`src/pkg/prs_cfg.svh`:
```
// Purpose: timing counts and constants for the power-up ramp sequencer
// Assumes: one 100 MHz clock, counts in clock cycles except reset hold in ms and init release width in frame periods
// Notes: long counts are also module parameters so a bench can shorten them
`ifndef PRS_CFG_SVH
`define PRS_CFG_SVH
// Clock rate in kHz
`define PRS_CLK_KHZ 100000
// Reference divide in the nominal state
`define PRS_NOMINAL_DIV 16
// Reference divide in the half-rate state
`define PRS_HALF_DIV 2
// Reference divide in the full-rate state
`define PRS_FULL_DIV 1
// Half-rate lock interval in core cycles
`define PRS_HALF_CYCLES 4108
// Full-rate lock interval in core cycles
`define PRS_FULL_CYCLES 8205
// Self-test length in cycles
`define PRS_SELFTEST_CYCLES 700000
// Result pin low window after self-test
`define PRS_RESULT_LOW_CYCLES 16
// Quiet time after internal reset release
`define PRS_QUIET_CYCLES 264
// First fetch address
`define PRS_FETCH_ADDR 16'h0780
// Boot rom load length in cycles
`define PRS_ROM_CYCLES 1024
// Cycle at which the cache box configuration is loaded during rom load
`define PRS_CFG_LOADED_CYCLES 64
// Reset hold after power good, in ms, and as cycles
`define PRS_RESET_HOLD_MS 100
`define PRS_RESET_HOLD_CYCLES (`PRS_RESET_HOLD_MS * `PRS_CLK_KHZ)
// Framing clock divide from the core clock
`define PRS_FRAME_DIV 8
// Pulse width of forward clock init release, in frame periods
`define PRS_INIT_LOW_FRAMES 2
`endif

```
`src/pkg/prs_pkg.sv`:
```
// Purpose: shared types of the power-up ramp sequencer
// Assumes: nothing beyond the config header
// Notes: types only; numbers live in the header
`default_nettype none
package prs_pkg;
	// Device reset state machine
	typedef enum logic [3:0] {
		state_init,
		state_wait_nominal,
		state_half_rate,
		state_full_rate,
		state_wait_release1,
		state_self_test,
		state_result_low,
		state_rom_load,
		state_wait_link_init,
		state_quiet,
		state_run,
		state_failed
	} prs_state_type;
	// Board controller sequence
	typedef enum logic [2:0] {
		host_power_off,
		host_reset_hold,
		host_wait_lock,
		host_release1,
		host_wait_config,
		host_release2,
		host_done
	} prs_host_type;
endpackage : prs_pkg
`default_nettype wire

```
`src/pkg/prs_link_if.sv`:
```
// Purpose: pins between the device sequencer and the board controller
// Assumes: all pins synchronous to ref_clk
// Notes: framing clock is a one-cycle enable pulse, not a clock
`default_nettype none
interface prs_link_if;
	logic power_good_in; // Supply good, from board
	logic reset_n; // System reset, active low
	logic fwd_clock_init; // Forward-clock reset, high = held
	logic frame_tick; // Framing clock enable pulse
	logic pll_locked_final; // Device reports final divisor lock
	logic cfg_loaded; // Device reports cache box config loaded
	logic selftest_result_pin; // Self-test result
	logic boot_rom_output_enable_n; // Boot rom enable, low while loading
	modport device (
		input power_good_in, reset_n, fwd_clock_init, frame_tick,
		output pll_locked_final, cfg_loaded, selftest_result_pin,
		output boot_rom_output_enable_n
	);
	modport host (
		output power_good_in, reset_n, fwd_clock_init, frame_tick,
		input pll_locked_final, cfg_loaded, selftest_result_pin,
		input boot_rom_output_enable_n
	);
endinterface : prs_link_if
`default_nettype wire

```
`src/hw/prs_device.sv`:
```
// Purpose: device-side power-up reset state machine with PLL ramp
// Assumes: ref_clk stands for the core clock; frame_tick is the framing clock
// Notes: PLL itself is modelled by a divider select and a rate output
//
// Function
// - Power good low holds initial state, nominal
// - After power good, wait nominal at /16
// - Nominal core rate is reference times ratio/16
// - Board starts reference clocks before power good
// - Board holds reset 100 ms past power good
// - Reset release enters half rate, /2
// - Half rate counts 4108 cycles, then full
// - Full rate counts 8205 cycles for lock
// - Board releases init after lock, two frames
// - First release starts self-test one frame later
// - Self-test runs about 700000 cycles
// - Result pin low in reset, high testing
// - Result low 16 cycles, then pass/fail
// - Rom load only after pass; release enable
// - After rom, wait second init release
// - Board second release after config loaded
// - Second release resets link, starts clocks
// - Wait 264 cycles before system commands
// - Run fetches from address 0x780
// - Board accepts probes after link init
`include "prs_cfg.svh"
`default_nettype none
module prs_device #(
	parameter int HALF_CYCLES = `PRS_HALF_CYCLES,
	parameter int FULL_CYCLES = `PRS_FULL_CYCLES,
	parameter int SELFTEST_CYCLES = `PRS_SELFTEST_CYCLES,
	parameter int ROM_CYCLES = `PRS_ROM_CYCLES,
	parameter int CFG_CYCLES = `PRS_CFG_LOADED_CYCLES,
	parameter logic [3:0] CORE_RATIO = 4'h8,
	parameter logic SELFTEST_FAIL = 1'b0
) (
	input wire logic ref_clk,
	input wire logic rst,
	prs_link_if.device link,
	output logic [4:0] ref_divide,
	output logic [3:0] core_ratio,
	output logic fwd_link_reset,
	output logic fwd_clocks_run,
	output logic internal_reset,
	output logic cmd_enable,
	output logic fetch_valid,
	output logic [15:0] fetch_addr,
	output prs_pkg::prs_state_type state
);
	// ****************************************
	// Registers
	// ****************************************
	prs_pkg::prs_state_type state_q; // Reset state machine
	logic [19:0] dur_q; // Shared duration counter
	logic init_prev_q; // Last sampled forward-clock init
	logic [4:0] div_q; // Effective reference divide
	logic result_q; // Self-test result pin
	logic rom_oe_n_q; // Boot rom enable
	logic cfg_q; // Cache box config loaded
	logic lock_q; // Final lock reached
	logic link_rst_q; // Link reset pulse
	logic clk_run_q; // Outgoing clocks running
	logic int_rst_q; // Internal reset
	logic cmd_q; // Commands allowed
	logic fetch_q; // Fetch running
	logic init_fall; // Deasserting edge of init

	// Deasserting edge, sampled synchronously
	assign init_fall = init_prev_q && !link.fwd_clock_init;

	// ****************************************
	// Edge sampler
	// ****************************************
	always_ff @(posedge ref_clk)
	begin
		if (rst)
			init_prev_q <= 1'b1;
		else
			init_prev_q <= link.fwd_clock_init;
	end

	// ****************************************
	// State machine and duration counter
	// ****************************************
	always_ff @(posedge ref_clk)
	begin
		if (rst || !link.power_good_in)
		begin
			state_q <= prs_pkg::state_init;
			dur_q <= 20'h0_0000;
		end
		else
		begin
			dur_q <= dur_q + 20'h0_0001;
			case (state_q)
				prs_pkg::state_init:
				begin
					// Power good seen: wait for reset release
					state_q <= prs_pkg::state_wait_nominal;
					dur_q <= 20'h0_0000;
				end
				prs_pkg::state_wait_nominal:
				begin
					// No lock gate: reset release alone moves on
					if (link.reset_n)
					begin
						state_q <= prs_pkg::state_half_rate;
						dur_q <= 20'h0_0000;
					end
				end
				prs_pkg::state_half_rate:
					if (dur_q == 20'(HALF_CYCLES - 1))
					begin
						state_q <= prs_pkg::state_full_rate;
						dur_q <= 20'h0_0000;
					end
				prs_pkg::state_full_rate:
					if (dur_q == 20'(FULL_CYCLES - 1))
					begin
						state_q <= prs_pkg::state_wait_release1;
						dur_q <= 20'h0_0000;
					end
				prs_pkg::state_wait_release1:
					// Armed on release; test starts on the next frame tick
					if (init_fall)
					begin
						state_q <= prs_pkg::state_self_test;
						dur_q <= 20'h0_0000;
					end
				prs_pkg::state_self_test:
				begin
					// Hold count at zero until the frame tick that starts the test
					if (dur_q == 20'h0_0000 && !link.frame_tick && !result_q)
						dur_q <= 20'h0_0000;
					else if (dur_q == 20'(SELFTEST_CYCLES))
					begin
						state_q <= prs_pkg::state_result_low;
						dur_q <= 20'h0_0000;
					end
				end
				prs_pkg::state_result_low:
					if (dur_q == 20'(`PRS_RESULT_LOW_CYCLES - 1))
					begin
						state_q <= SELFTEST_FAIL ? prs_pkg::state_failed
							: prs_pkg::state_rom_load;
						dur_q <= 20'h0_0000;
					end
				prs_pkg::state_rom_load:
					if (dur_q == 20'(ROM_CYCLES - 1))
					begin
						state_q <= prs_pkg::state_wait_link_init;
						dur_q <= 20'h0_0000;
					end
				prs_pkg::state_wait_link_init:
					if (init_fall)
					begin
						state_q <= prs_pkg::state_quiet;
						dur_q <= 20'h0_0000;
					end
				prs_pkg::state_quiet:
					if (dur_q == 20'(`PRS_QUIET_CYCLES - 1))
					begin
						state_q <= prs_pkg::state_run;
						dur_q <= 20'h0_0000;
					end
				prs_pkg::state_run, prs_pkg::state_failed:
					// Terminal; counter parked
					dur_q <= 20'h0_0000;
				default:
					state_q <= prs_pkg::state_init;
			endcase
		end
	end

	// ****************************************
	// PLL ramp divider select
	// ****************************************
	always_ff @(posedge ref_clk)
	begin
		if (rst || !link.power_good_in)
			div_q <= 5'(`PRS_NOMINAL_DIV);
		else if (state_q == prs_pkg::state_half_rate)
			div_q <= 5'(`PRS_HALF_DIV);
		else if (state_q == prs_pkg::state_full_rate || state_q > prs_pkg::state_full_rate)
			div_q <= 5'(`PRS_FULL_DIV);
		else
			div_q <= 5'(`PRS_NOMINAL_DIV);
	end

	// ****************************************
	// Result pin and boot rom enable
	// ****************************************
	always_ff @(posedge ref_clk)
	begin
		if (rst || !link.power_good_in)
			result_q <= 1'b0;
		else if (state_q == prs_pkg::state_self_test && link.frame_tick)
			result_q <= 1'b1;
		else if (state_q == prs_pkg::state_result_low || state_q == prs_pkg::state_rom_load)
			result_q <= 1'b0;
		else if (state_q == prs_pkg::state_failed)
			result_q <= 1'b1;
	end

	always_ff @(posedge ref_clk)
	begin
		if (rst || !link.power_good_in)
		begin
			rom_oe_n_q <= 1'b1;
			cfg_q <= 1'b0;
		end
		else
		begin
			// Enable low only while loading after a pass
			rom_oe_n_q <= !(state_q == prs_pkg::state_rom_load &&
				dur_q != 20'(ROM_CYCLES - 1));
			if (state_q == prs_pkg::state_rom_load && dur_q == 20'(CFG_CYCLES))
				cfg_q <= 1'b1;
		end
	end

	// ****************************************
	// Link init, internal reset and fetch
	// ****************************************
	always_ff @(posedge ref_clk)
	begin
		if (rst || !link.power_good_in)
		begin
			lock_q <= 1'b0;
			link_rst_q <= 1'b1;
			clk_run_q <= 1'b0;
			int_rst_q <= 1'b1;
			cmd_q <= 1'b0;
			fetch_q <= 1'b0;
		end
		else
		begin
			lock_q <= state_q >= prs_pkg::state_wait_release1;
			// One-cycle link reset pulse on the second release
			link_rst_q <= state_q == prs_pkg::state_wait_link_init && init_fall;
			if (state_q == prs_pkg::state_wait_link_init && init_fall)
			begin
				clk_run_q <= 1'b1;
				int_rst_q <= 1'b0;
			end
			cmd_q <= state_q == prs_pkg::state_run;
			fetch_q <= state_q == prs_pkg::state_run;
		end
	end

	assign link.pll_locked_final = lock_q;
	assign link.cfg_loaded = cfg_q;
	assign link.selftest_result_pin = result_q;
	assign link.boot_rom_output_enable_n = rom_oe_n_q;
	assign ref_divide = div_q;
	assign core_ratio = CORE_RATIO;
	assign fwd_link_reset = link_rst_q;
	assign fwd_clocks_run = clk_run_q;
	assign internal_reset = int_rst_q;
	assign cmd_enable = cmd_q;
	assign fetch_valid = fetch_q;
	assign fetch_addr = `PRS_FETCH_ADDR;
	assign state = state_q;
endmodule : prs_device
`default_nettype wire

```
`src/flat_wrapper.sv`:
```
// flat-port wrapper written by rule: the top's interface ports become plain ports
module prs_device_flat 
#(
	parameter int HALF_CYCLES = `PRS_HALF_CYCLES,
	parameter int FULL_CYCLES = `PRS_FULL_CYCLES,
	parameter int SELFTEST_CYCLES = `PRS_SELFTEST_CYCLES,
	parameter int ROM_CYCLES = `PRS_ROM_CYCLES,
	parameter int CFG_CYCLES = `PRS_CFG_LOADED_CYCLES,
	parameter logic [3:0] CORE_RATIO = 4'h8,
	parameter logic SELFTEST_FAIL = 1'b0
)
  (ref_clk, rst, ref_divide, core_ratio, fwd_link_reset, fwd_clocks_run, internal_reset, cmd_enable, fetch_valid, fetch_addr, state, link_power_good_in, link_reset_n, link_fwd_clock_init, link_frame_tick, link_pll_locked_final, link_cfg_loaded, link_selftest_result_pin, link_boot_rom_output_enable_n);
  prs_link_if link_i ();
  input wire logic ref_clk;
  input wire logic rst;
  output logic [4:0] ref_divide;
  output logic [3:0] core_ratio;
  output logic fwd_link_reset;
  output logic fwd_clocks_run;
  output logic internal_reset;
  output logic cmd_enable;
  output logic fetch_valid;
  output logic [15:0] fetch_addr;
  output prs_pkg::prs_state_type state;
  input wire logic [$bits(link_i.power_good_in)-1:0] link_power_good_in;
  input wire logic [$bits(link_i.reset_n)-1:0] link_reset_n;
  input wire logic [$bits(link_i.fwd_clock_init)-1:0] link_fwd_clock_init;
  input wire logic [$bits(link_i.frame_tick)-1:0] link_frame_tick;
  output wire logic [$bits(link_i.pll_locked_final)-1:0] link_pll_locked_final;
  output wire logic [$bits(link_i.cfg_loaded)-1:0] link_cfg_loaded;
  output wire logic [$bits(link_i.selftest_result_pin)-1:0] link_selftest_result_pin;
  output wire logic [$bits(link_i.boot_rom_output_enable_n)-1:0] link_boot_rom_output_enable_n;
  assign link_i.power_good_in = link_power_good_in;
  assign link_i.reset_n = link_reset_n;
  assign link_i.fwd_clock_init = link_fwd_clock_init;
  assign link_i.frame_tick = link_frame_tick;
  assign link_pll_locked_final = link_i.pll_locked_final;
  assign link_cfg_loaded = link_i.cfg_loaded;
  assign link_selftest_result_pin = link_i.selftest_result_pin;
  assign link_boot_rom_output_enable_n = link_i.boot_rom_output_enable_n;
  prs_device #(.HALF_CYCLES(HALF_CYCLES), .FULL_CYCLES(FULL_CYCLES), .SELFTEST_CYCLES(SELFTEST_CYCLES), .ROM_CYCLES(ROM_CYCLES), .CFG_CYCLES(CFG_CYCLES), .CORE_RATIO(CORE_RATIO), .SELFTEST_FAIL(SELFTEST_FAIL)) u_core (.ref_clk(ref_clk), .rst(rst), .link(link_i), .ref_divide(ref_divide), .core_ratio(core_ratio), .fwd_link_reset(fwd_link_reset), .fwd_clocks_run(fwd_clocks_run), .internal_reset(internal_reset), .cmd_enable(cmd_enable), .fetch_valid(fetch_valid), .fetch_addr(fetch_addr), .state(state));
endmodule
```
`config.mk`:
```
export PLATFORM = sky130hd
export DESIGN_NAME = prs_device_flat
export DESIGN_NICKNAME = d
export VERILOG_FILES = /design/src/pkg/prs_pkg.sv /design/src/pkg/prs_link_if.sv /design/src/hw/prs_device.sv /design/src/flat_wrapper.sv
export VERILOG_INCLUDE_DIRS = /design/src /design/src/pkg
export SDC_FILE = /design/constraint.sdc
export NUM_CORES = 1
export LEC_CHECK = 0
export ABC_CLOCK_PERIOD_IN_PS = 5900
export BUFFER_PORTS_ARGS = -buffer_cell sky130_fd_sc_hd__buf_2
export CAP_MARGIN = 20
export CORE_AREA = 4 4 95 97
export CTS_CLUSTER_DIAMETER = 40
export DETAILED_ROUTE_END_ITERATION = 12
export DIE_AREA = 0 0 99 101
export PLACE_DENSITY = 0.42
export SLEW_MARGIN = 20
export SYNTH_ARGS = -nofsm -noshare
export SYNTH_HDL_FRONTEND = slang
export SYNTH_SLANG_ARGS = --single-unit
```
`constraint.sdc`:
```
create_clock -name ref_clk -period 5.9 [get_ports ref_clk]
set_clock_uncertainty 0.15 [all_clocks]
set_input_delay 1.18 -clock ref_clk [delete_from_list [all_inputs] [get_ports ref_clk]]
set_output_delay 1.18 -clock ref_clk [all_outputs]
set_load 0.02 [all_outputs]
```
==> impl_results.md, run 1 <==
* WL final at about 4.7 mm
* # hold bufs at CTS at 0
* VDD IR-drop max at 0.000107 V
* Worst setup EP type: flip-flop
* Max Fclk at around 320 MHz
* Pre-antenna DRT Iters at 5
* P per Cell Area at roughly 240 mW/mm²
* Max incr delay on CP at between 0.5 and 0.6 ns
* Critical path type: flip-flop to flip-flop
* Die Height at 101 µm
* CTS tree: built
* Core box area at about 0.008 mm²
* Sw Pwr at about 140 µW
* Root cell of the clock tree: clkbuf_8
* Routed len/inst at approximately 13 µm
* Starting DRT DRC Count at 85
* Final ANT Viol Nets at 0
* Clock share of power at 40.5%
* Slew Limit Fails at 0
* Worst path cell trace: or4_4 > or4b_4 > o311ai_2 > nand4_2 > or4b_1 > a32o_1
* Clk_lat worst skew at approximately 0.29 ns
* P_leak at between 0.0008 and 0.0009 µW
* Netlist cell types at 50
* Cell-internal power at 390 µW
* Largest net degree at the start of global routing at 27
* Die Area at roughly 0.01 mm²
* Initial Util at between 20% and 30%
* Diode count at 0
* Min Hold Slack at roughly 0.29 ns
* Period utilisation layout at between 50% and 60%
* Power Total at around 530 µW
* Top Ports at 44
* H-tree levels at 2
* Slew @ Worst Pin at roughly 0.9 ns
* Rows at 33
* Synth async-reset ratio at 0%
* Vias per Instance at ~4.6
* Sequential element share of the synthesized area at between 30% and 40%
* Setup bufs post-CTS at 0
* Cells after Synth at 241
* Area growth from synthesis to layout at 9.77%
* Total gr overflow at 0
* Worst setup SP type: flip-flop
* Critical Path Fanout Max at 6
* Number of buffers added on ports at 21
* CTS Sinks at 36
* Master of the slowest instance on the critical path: or4b_1
* RSZ-0062 raised after global routing: false
* Number of synthesized register bits at 36
* Setup TNS at 0 ns
* Reg clk slew, reported paths at 0.08 ns
* Syn_area_per_cell at approximately 8.3 µm²
* Share of post-route cells with drive strength above 1 at roughly 15%
* Yosys warns at 0
* DRC Markers at 0
* Routed via count at between 1.5k and 2k
* Sw Ratio at between 20% and 30%
* Minimum clock period at 3.08 ns
* Antenna violations before repair at 0
* Worst Path Arrival at roughly 3.1 ns
* Final setup viols at 0
* Cts bufs inserted at 5
* Top FF cell, synth: dfxtp_1
* Status: completed
* Post-DP HPWL at 3.26 mm
* Count of final hold-check violations at 0
* Comb power frac at 11.7%
* Gr usage total at 10.0%
* CTS Buffer Depth at 2
* Die Width at just under 100 µm
* Final Util at 26.9%
* DP Area at around 0.0021 mm²
* CP top delay family: simple AND/OR/NAND/NOR gates
* Sequential fraction of design power at 47.8%
* Post-Layout Inst Area at between 0.002 and 0.0025 mm²
* Vias in the first global route at ~1.7k
* CTS resizes at 0
* WP buf/inv at 0
* Fill count at roughly 930
* Headroom to the max-slew limit at 39.9%
* HP Class: flip-flop to flip-flop
* First-pass GRT wire length at between 8 and 9 mm
* Mapped cell area at between 0.0015 and 0.002 mm²
* Max-Cap Viols at 0
* Worst path required time at slightly below 6 ns
* Global placer's final weighted congestion at 0.763
* Post-synth EDFFs at 0
* Nets at 260
worst reg2reg max path, cell delays in order (launching register included):
cell and delay, ns:
dfxtp_1 0.38, or4_4 0.55, or4b_4 0.55, o311ai_2 0.30
nand4_2 0.23, or4b_1 0.57, a32o_1 0.27
power by group through the flow:
stage	clock network, µW	registers (µW)	logic, µW
2_1_floorplan	0	257	60.9
3_3_place_gp	0	260	62.9
3_5_place_dp	0	260	62.5
4_1_cts	222	254	62.9
5_1_grt	231	255	68.4
6_report	215	254	62.3
Yosys cell counts (all sizes together) (3+ instances only):
master	instances	area [µm²]
dfxtp	36	721
nand4	9	62.6
nor2	20	75.1
xor2	5	43.8
and3	6	37.5
nand2	15	56.3
nor2b	3	18.8
clkbuf	12	45.0
nor4	4	25.0
o31ai	3	22.5
or4b	3	33.8
xnor2	14	123
a21oi	4	20.0
nand2b	4	25.0
nand3	9	45.0
nor3	27	135
inv	7	26.3
buf	26	194
layout by cell type (no fill, tap or decap), types with 2 or more instances in the layout:
master and count:
a21oi_1 4, o31ai_1 3, nand3b_1 2, or3_1 2, buf_2 21, o21ai_0 2, a21o_1 2, nand2b_1 3
clkbuf_8 5, xor2_1 5, inv_1 7, conb_1 22, nor4_1 4, xnor2_1 14, nor2_1 20, dfxtp_1 36
nand4_1 8, nand4b_1 2, nor2b_1 3, nand3_1 9, nand2_1 15, ha_1 2, and3_1 6, nor3_1 27
cell type report:
class | count | area [µm²] | area share (%)
tap | 105 | 131 | 5.99
clock buffer | 6 | 72.6 | 3.31
timing repair buffer | 22 | 113 | 5.14
multi-input combinational | 180 | 1090 | 49.9
sequential | 36 | 721 | 32.9
inverter | 7 | 26.3 | 1.20
clock inverter | 2 | 35.0 | 1.60
per-stage QoR:
stage	setup slack, ns	std cells
3_5_place_dp	2.78	350
3_3_place_gp	2.77	350
4_1_cts	2.82	358
2_1_floorplan	2.99	261
5_1_grt	2.64	358
6_report	2.82	358
flip-flops by register name, indices dropped and copies added, names as in the netlist:
name / count
u_core.fwd_clocks_run: 1
u_core.ref_divide: 3
u_core.link.pll_locked_final: 1
u_core.internal_reset: 1
u_core.link.cfg_loaded: 1
u_core.state: 4
u_core.fwd_link_reset: 1
u_core.link.selftest_result_pin: 1
u_core.dur_q: 20
u_core.init_prev_q: 1
u_core.cmd_enable: 1
u_core.link.boot_rom_output_enable_n: 1
final timing paths:
path | endpoint | cells after the start | slack [ns] | start
worst max register to register | u_core.state[2] | 6 | 2.82 | u_core.dur_q[7]
worst max-delay path | u_core.state[2] | 6 | 2.82 | u_core.dur_q[7]
worst min-delay path | u_core.internal_reset | 2 | 0.29 | u_core.internal_reset
worst min register to register | u_core.internal_reset | 2 | 0.29 | u_core.internal_reset
per-layer routing:
layer | GRT usage, % | up-vias | share of wire [%] | routed length, µm
li1 | - | 828 | - | -
met1 | 13.4 | 765 | 50 | 2340
met2 | 15.3 | 39 | 43 | 2010
met3 | 2.84 | 5 | 5.8 | 273
met4 | 3.68 | 0 | 1.1 | 50
met5 | 0 | - | 0 | 0
cell families after synthesis:
| kind of cell | Yosys count | share of synthesized area [%] |
|---|---|---|
| AO/OA/AOI/OAI | 24 | 9.59 |
| multiplexers | 1 | 0.501 |
| buffers and inverters | 45 | 13.3 |
| XOR/XNOR | 19 | 8.33 |
| adder cells (fa/ha/maj) | 2 | 1.25 |
| other | 2 | 0.376 |
| flip-flops | 36 | 36.1 |
| AND/OR/NAND/NOR | 112 | 30.6 |
Power figures use the tool's default switching activity.
==> inputs of run 2 (changes only) <==
Settings changed: ABC_CLOCK_PERIOD_IN_PS 5900 to 2580, PLACE_DENSITY 0.42 to 0.44.
Clock period 5.9 ns to 2.58 ns, I/O delays scaled along.
==> run 2 against run 1 <==
The flow now finishes with violations (negative setup slack). Clock power rose by 140%. Largest cell class unchanged. Sequential power rose by 120%. Worst hold slack got worse by 0.019 ns. Register-to-register slack got worse by 3.0 ns. Flip-flop and latch count did not move. Sequential share of layout area fell by 5.2 points. Critical endpoint unchanged. Setup slack got worse by 3.0 ns. Via count rose by 8.2%. Non-clock buffer count rose by 41.
==> impl_results.md, run 2 (same netlist as run 1, synthesis figures left out) <==
* Sequential fraction of design power at 44.2%
* H-tree levels at 2
* Sw Ratio at roughly 28%
* Final ANT Viol Nets at 0
* First-pass GRT wire length at ~8.3 mm
* Worst path required time at 2.62 ns
* Worst Path Arrival at 2.84 ns
* Clock share of power at between 30 and 40%
* Max-Cap Viols at 0
* Die Height at about 100 µm
* Initial Util at 24.6%
* Max Fclk at approximately 360 MHz
* Comb power frac at between 15 and 20%
* Clk_lat worst skew at between 0.2 and 0.3 ns
* WL final at roughly 5 mm
* Master of the slowest instance on the critical path: or4b_4
* Cts bufs inserted at 5
* Fin worst setup slack at -0.216 ns
* WP buf/inv at 0
* Cell-internal power at 934 µW
* Count of final hold-check violations at 0
* Final setup viols at 24
* Top reg by flops: u_core.dur_q
* DRC Markers at 0
* Starting DRT DRC Count at slightly above 50
* Critical Path Fanout Max at 3
* Routed via count at roughly 1.8k
* RSZ-0062 raised after global routing: true
* CP top delay family: simple AND/OR/NAND/NOR gates
* Max incr delay on CP at between 0.5 and 0.6 ns
* Most common cell after layout, fill and taps aside: buf_4
* Share of post-route cells with drive strength above 1 at 29.6%
* Largest net degree at the start of global routing at 21
* Critical path type: flip-flop to flip-flop
* Placed cells at between 300 and 400
* Global placer's final weighted congestion at approximately 0.8
* Post-DP HPWL at about 3.8 mm
* Root cell of the clock tree: clkbuf_8
* Gr usage total at about a tenth
* Nets at 301
* P_leak at between 0.001 and 0.0015 µW
* Top Ports at between 40 and 50
* Minimum clock period at 2.80 ns
* Rows at 33
* Fin cells at around 400
* Violated checks: negative setup slack
* Reg clk slew, reported paths at around 0.08 ns
* Die Width at slightly below 100 µm
* Sw Pwr at about 360 µW
* Core box area at slightly above 0.008 mm²
* VDD IR-drop max at roughly 0.00018 V
* Headroom to the max-slew limit at between 60% and 70%
* Final Util at between 30 and 40%
* CTS Buffer Depth at 2
* Worst setup EP type: flip-flop
* Number of buffers added on ports at 21
* CTS tree: built
* Die Area at 0.0100 mm²
* Routed len/inst at 12.7 µm
* Area growth from synthesis to layout at 30.7%
* Status: finished, violations left
* Pre-antenna DRT Iters at 4
* Highest-count cells in the layout ignoring fill and taps: 38 x buf_4, 35 x dfxtp_1, 26 x nor3_1
* Total gr overflow at 0
* Vias in the first global route at 1693
* HP Class: primary input to flip-flop
* Max FFs per register at 20
* Slew @ Worst Pin at between 0.5 and 0.6 ns
* Vias per Instance at 4.44
* Period utilisation layout at 108%
* Antenna violations before repair at 0
* P per Cell Area at slightly below 500 mW/mm²
* CTS Sinks at 36
* Worst setup SP type: flip-flop
* Diode count at 0
* Slew Limit Fails at 0
* Worst path cell trace: or4_4 > or4b_4 > o311ai_4 > nand4_4 > or4b_1 > a32o_1
-- run 2: changes by cell type in the layout (fill, tap and decap cells not counted), moves of 2 or more --
cell and delta:
buf_4 +37, buf_12 +2, o31ai_1 -2, buf_6 +2
-- run 2: layout make-up --
type	instances	area (µm²)
well taps	105	131
clock inverters	3	42.5
fillers	894	5520
flip-flops and latches	36	722
inverters	7	26.3
multi-input cells	180	1170
clock buffers	5	68.8
repair buffers	63	453
-- run 2: layer usage --
metal / wire, µm / GRT usage [%] / vias to the layer above
li1: - / - / 902
met4: 60 / 3.15 / 0
met5: 0 / 0 / -
met3: 264 / 2.84 / 6
met1: 2370 / 13.5 / 822
met2: 2370 / 17.1 / 41
-- run 2: what timing repair did --
item | in CTS | in global routing
setup buffers | 1 | 0
pin swaps | 1 | 2
resized for setup | 3 | 11
setup endpoints to repair | 24 | 24
hold buffers | 0 | 0
-- run 2: final timing paths --
check	from	endpoint	slack, ns	cells past startpoint
hold reg to reg	u_core.internal_reset	u_core.internal_reset	0.29	2
hold / removal	link_fwd_clock_init	u_core.init_prev_q	0.27	2
setup reg to reg	u_core.dur_q[9]	u_core.state[2]	-0.22	6
setup / recovery	u_core.dur_q[9]	u_core.state[2]	-0.22	6
-- run 2: power groups by stage --
| stage | Combinational (µW) | Sequential, µW | Clock [µW] |
|---|---|---|---|
| 3_5_place_dp | 192 | 583 | 0 |
| 2_1_floorplan | 145 | 587 | 0 |
| 3_3_place_gp | 191 | 583 | 0 |
| 6_report | 214 | 570 | 507 |
| 4_1_cts | 199 | 570 | 516 |
| 5_1_grt | 233 | 571 | 551 |
-- run 2: metrics by stage --
step / total power (µW) / hold slack (ns) / area, µm² / TNS (ns) / setup WS (ns)
floorplan: 732 / 0.322 / 2080 / -0.962 / -0.188
CTS: 1290 / 0.271 / 2540 / -3.82 / -0.192
global placement: 775 / 0.277 / 2410 / -3.00 / -0.167
finish: 1290 / 0.273 / 2610 / -3.52 / -0.216
detailed placement: 775 / 0.282 / 2410 / -3.22 / -0.226
global route: 1360 / 0.278 / 2610 / -5.90 / -0.298
-- run 2: worst reg2reg max path, delay by kind of cell (launching register included) --
kind             cells  cell delay, ns
AND/OR/NAND/NOR      4            1.75
AO/OA/AOI/OAI        2            0.49
flip-flops           1            0.32
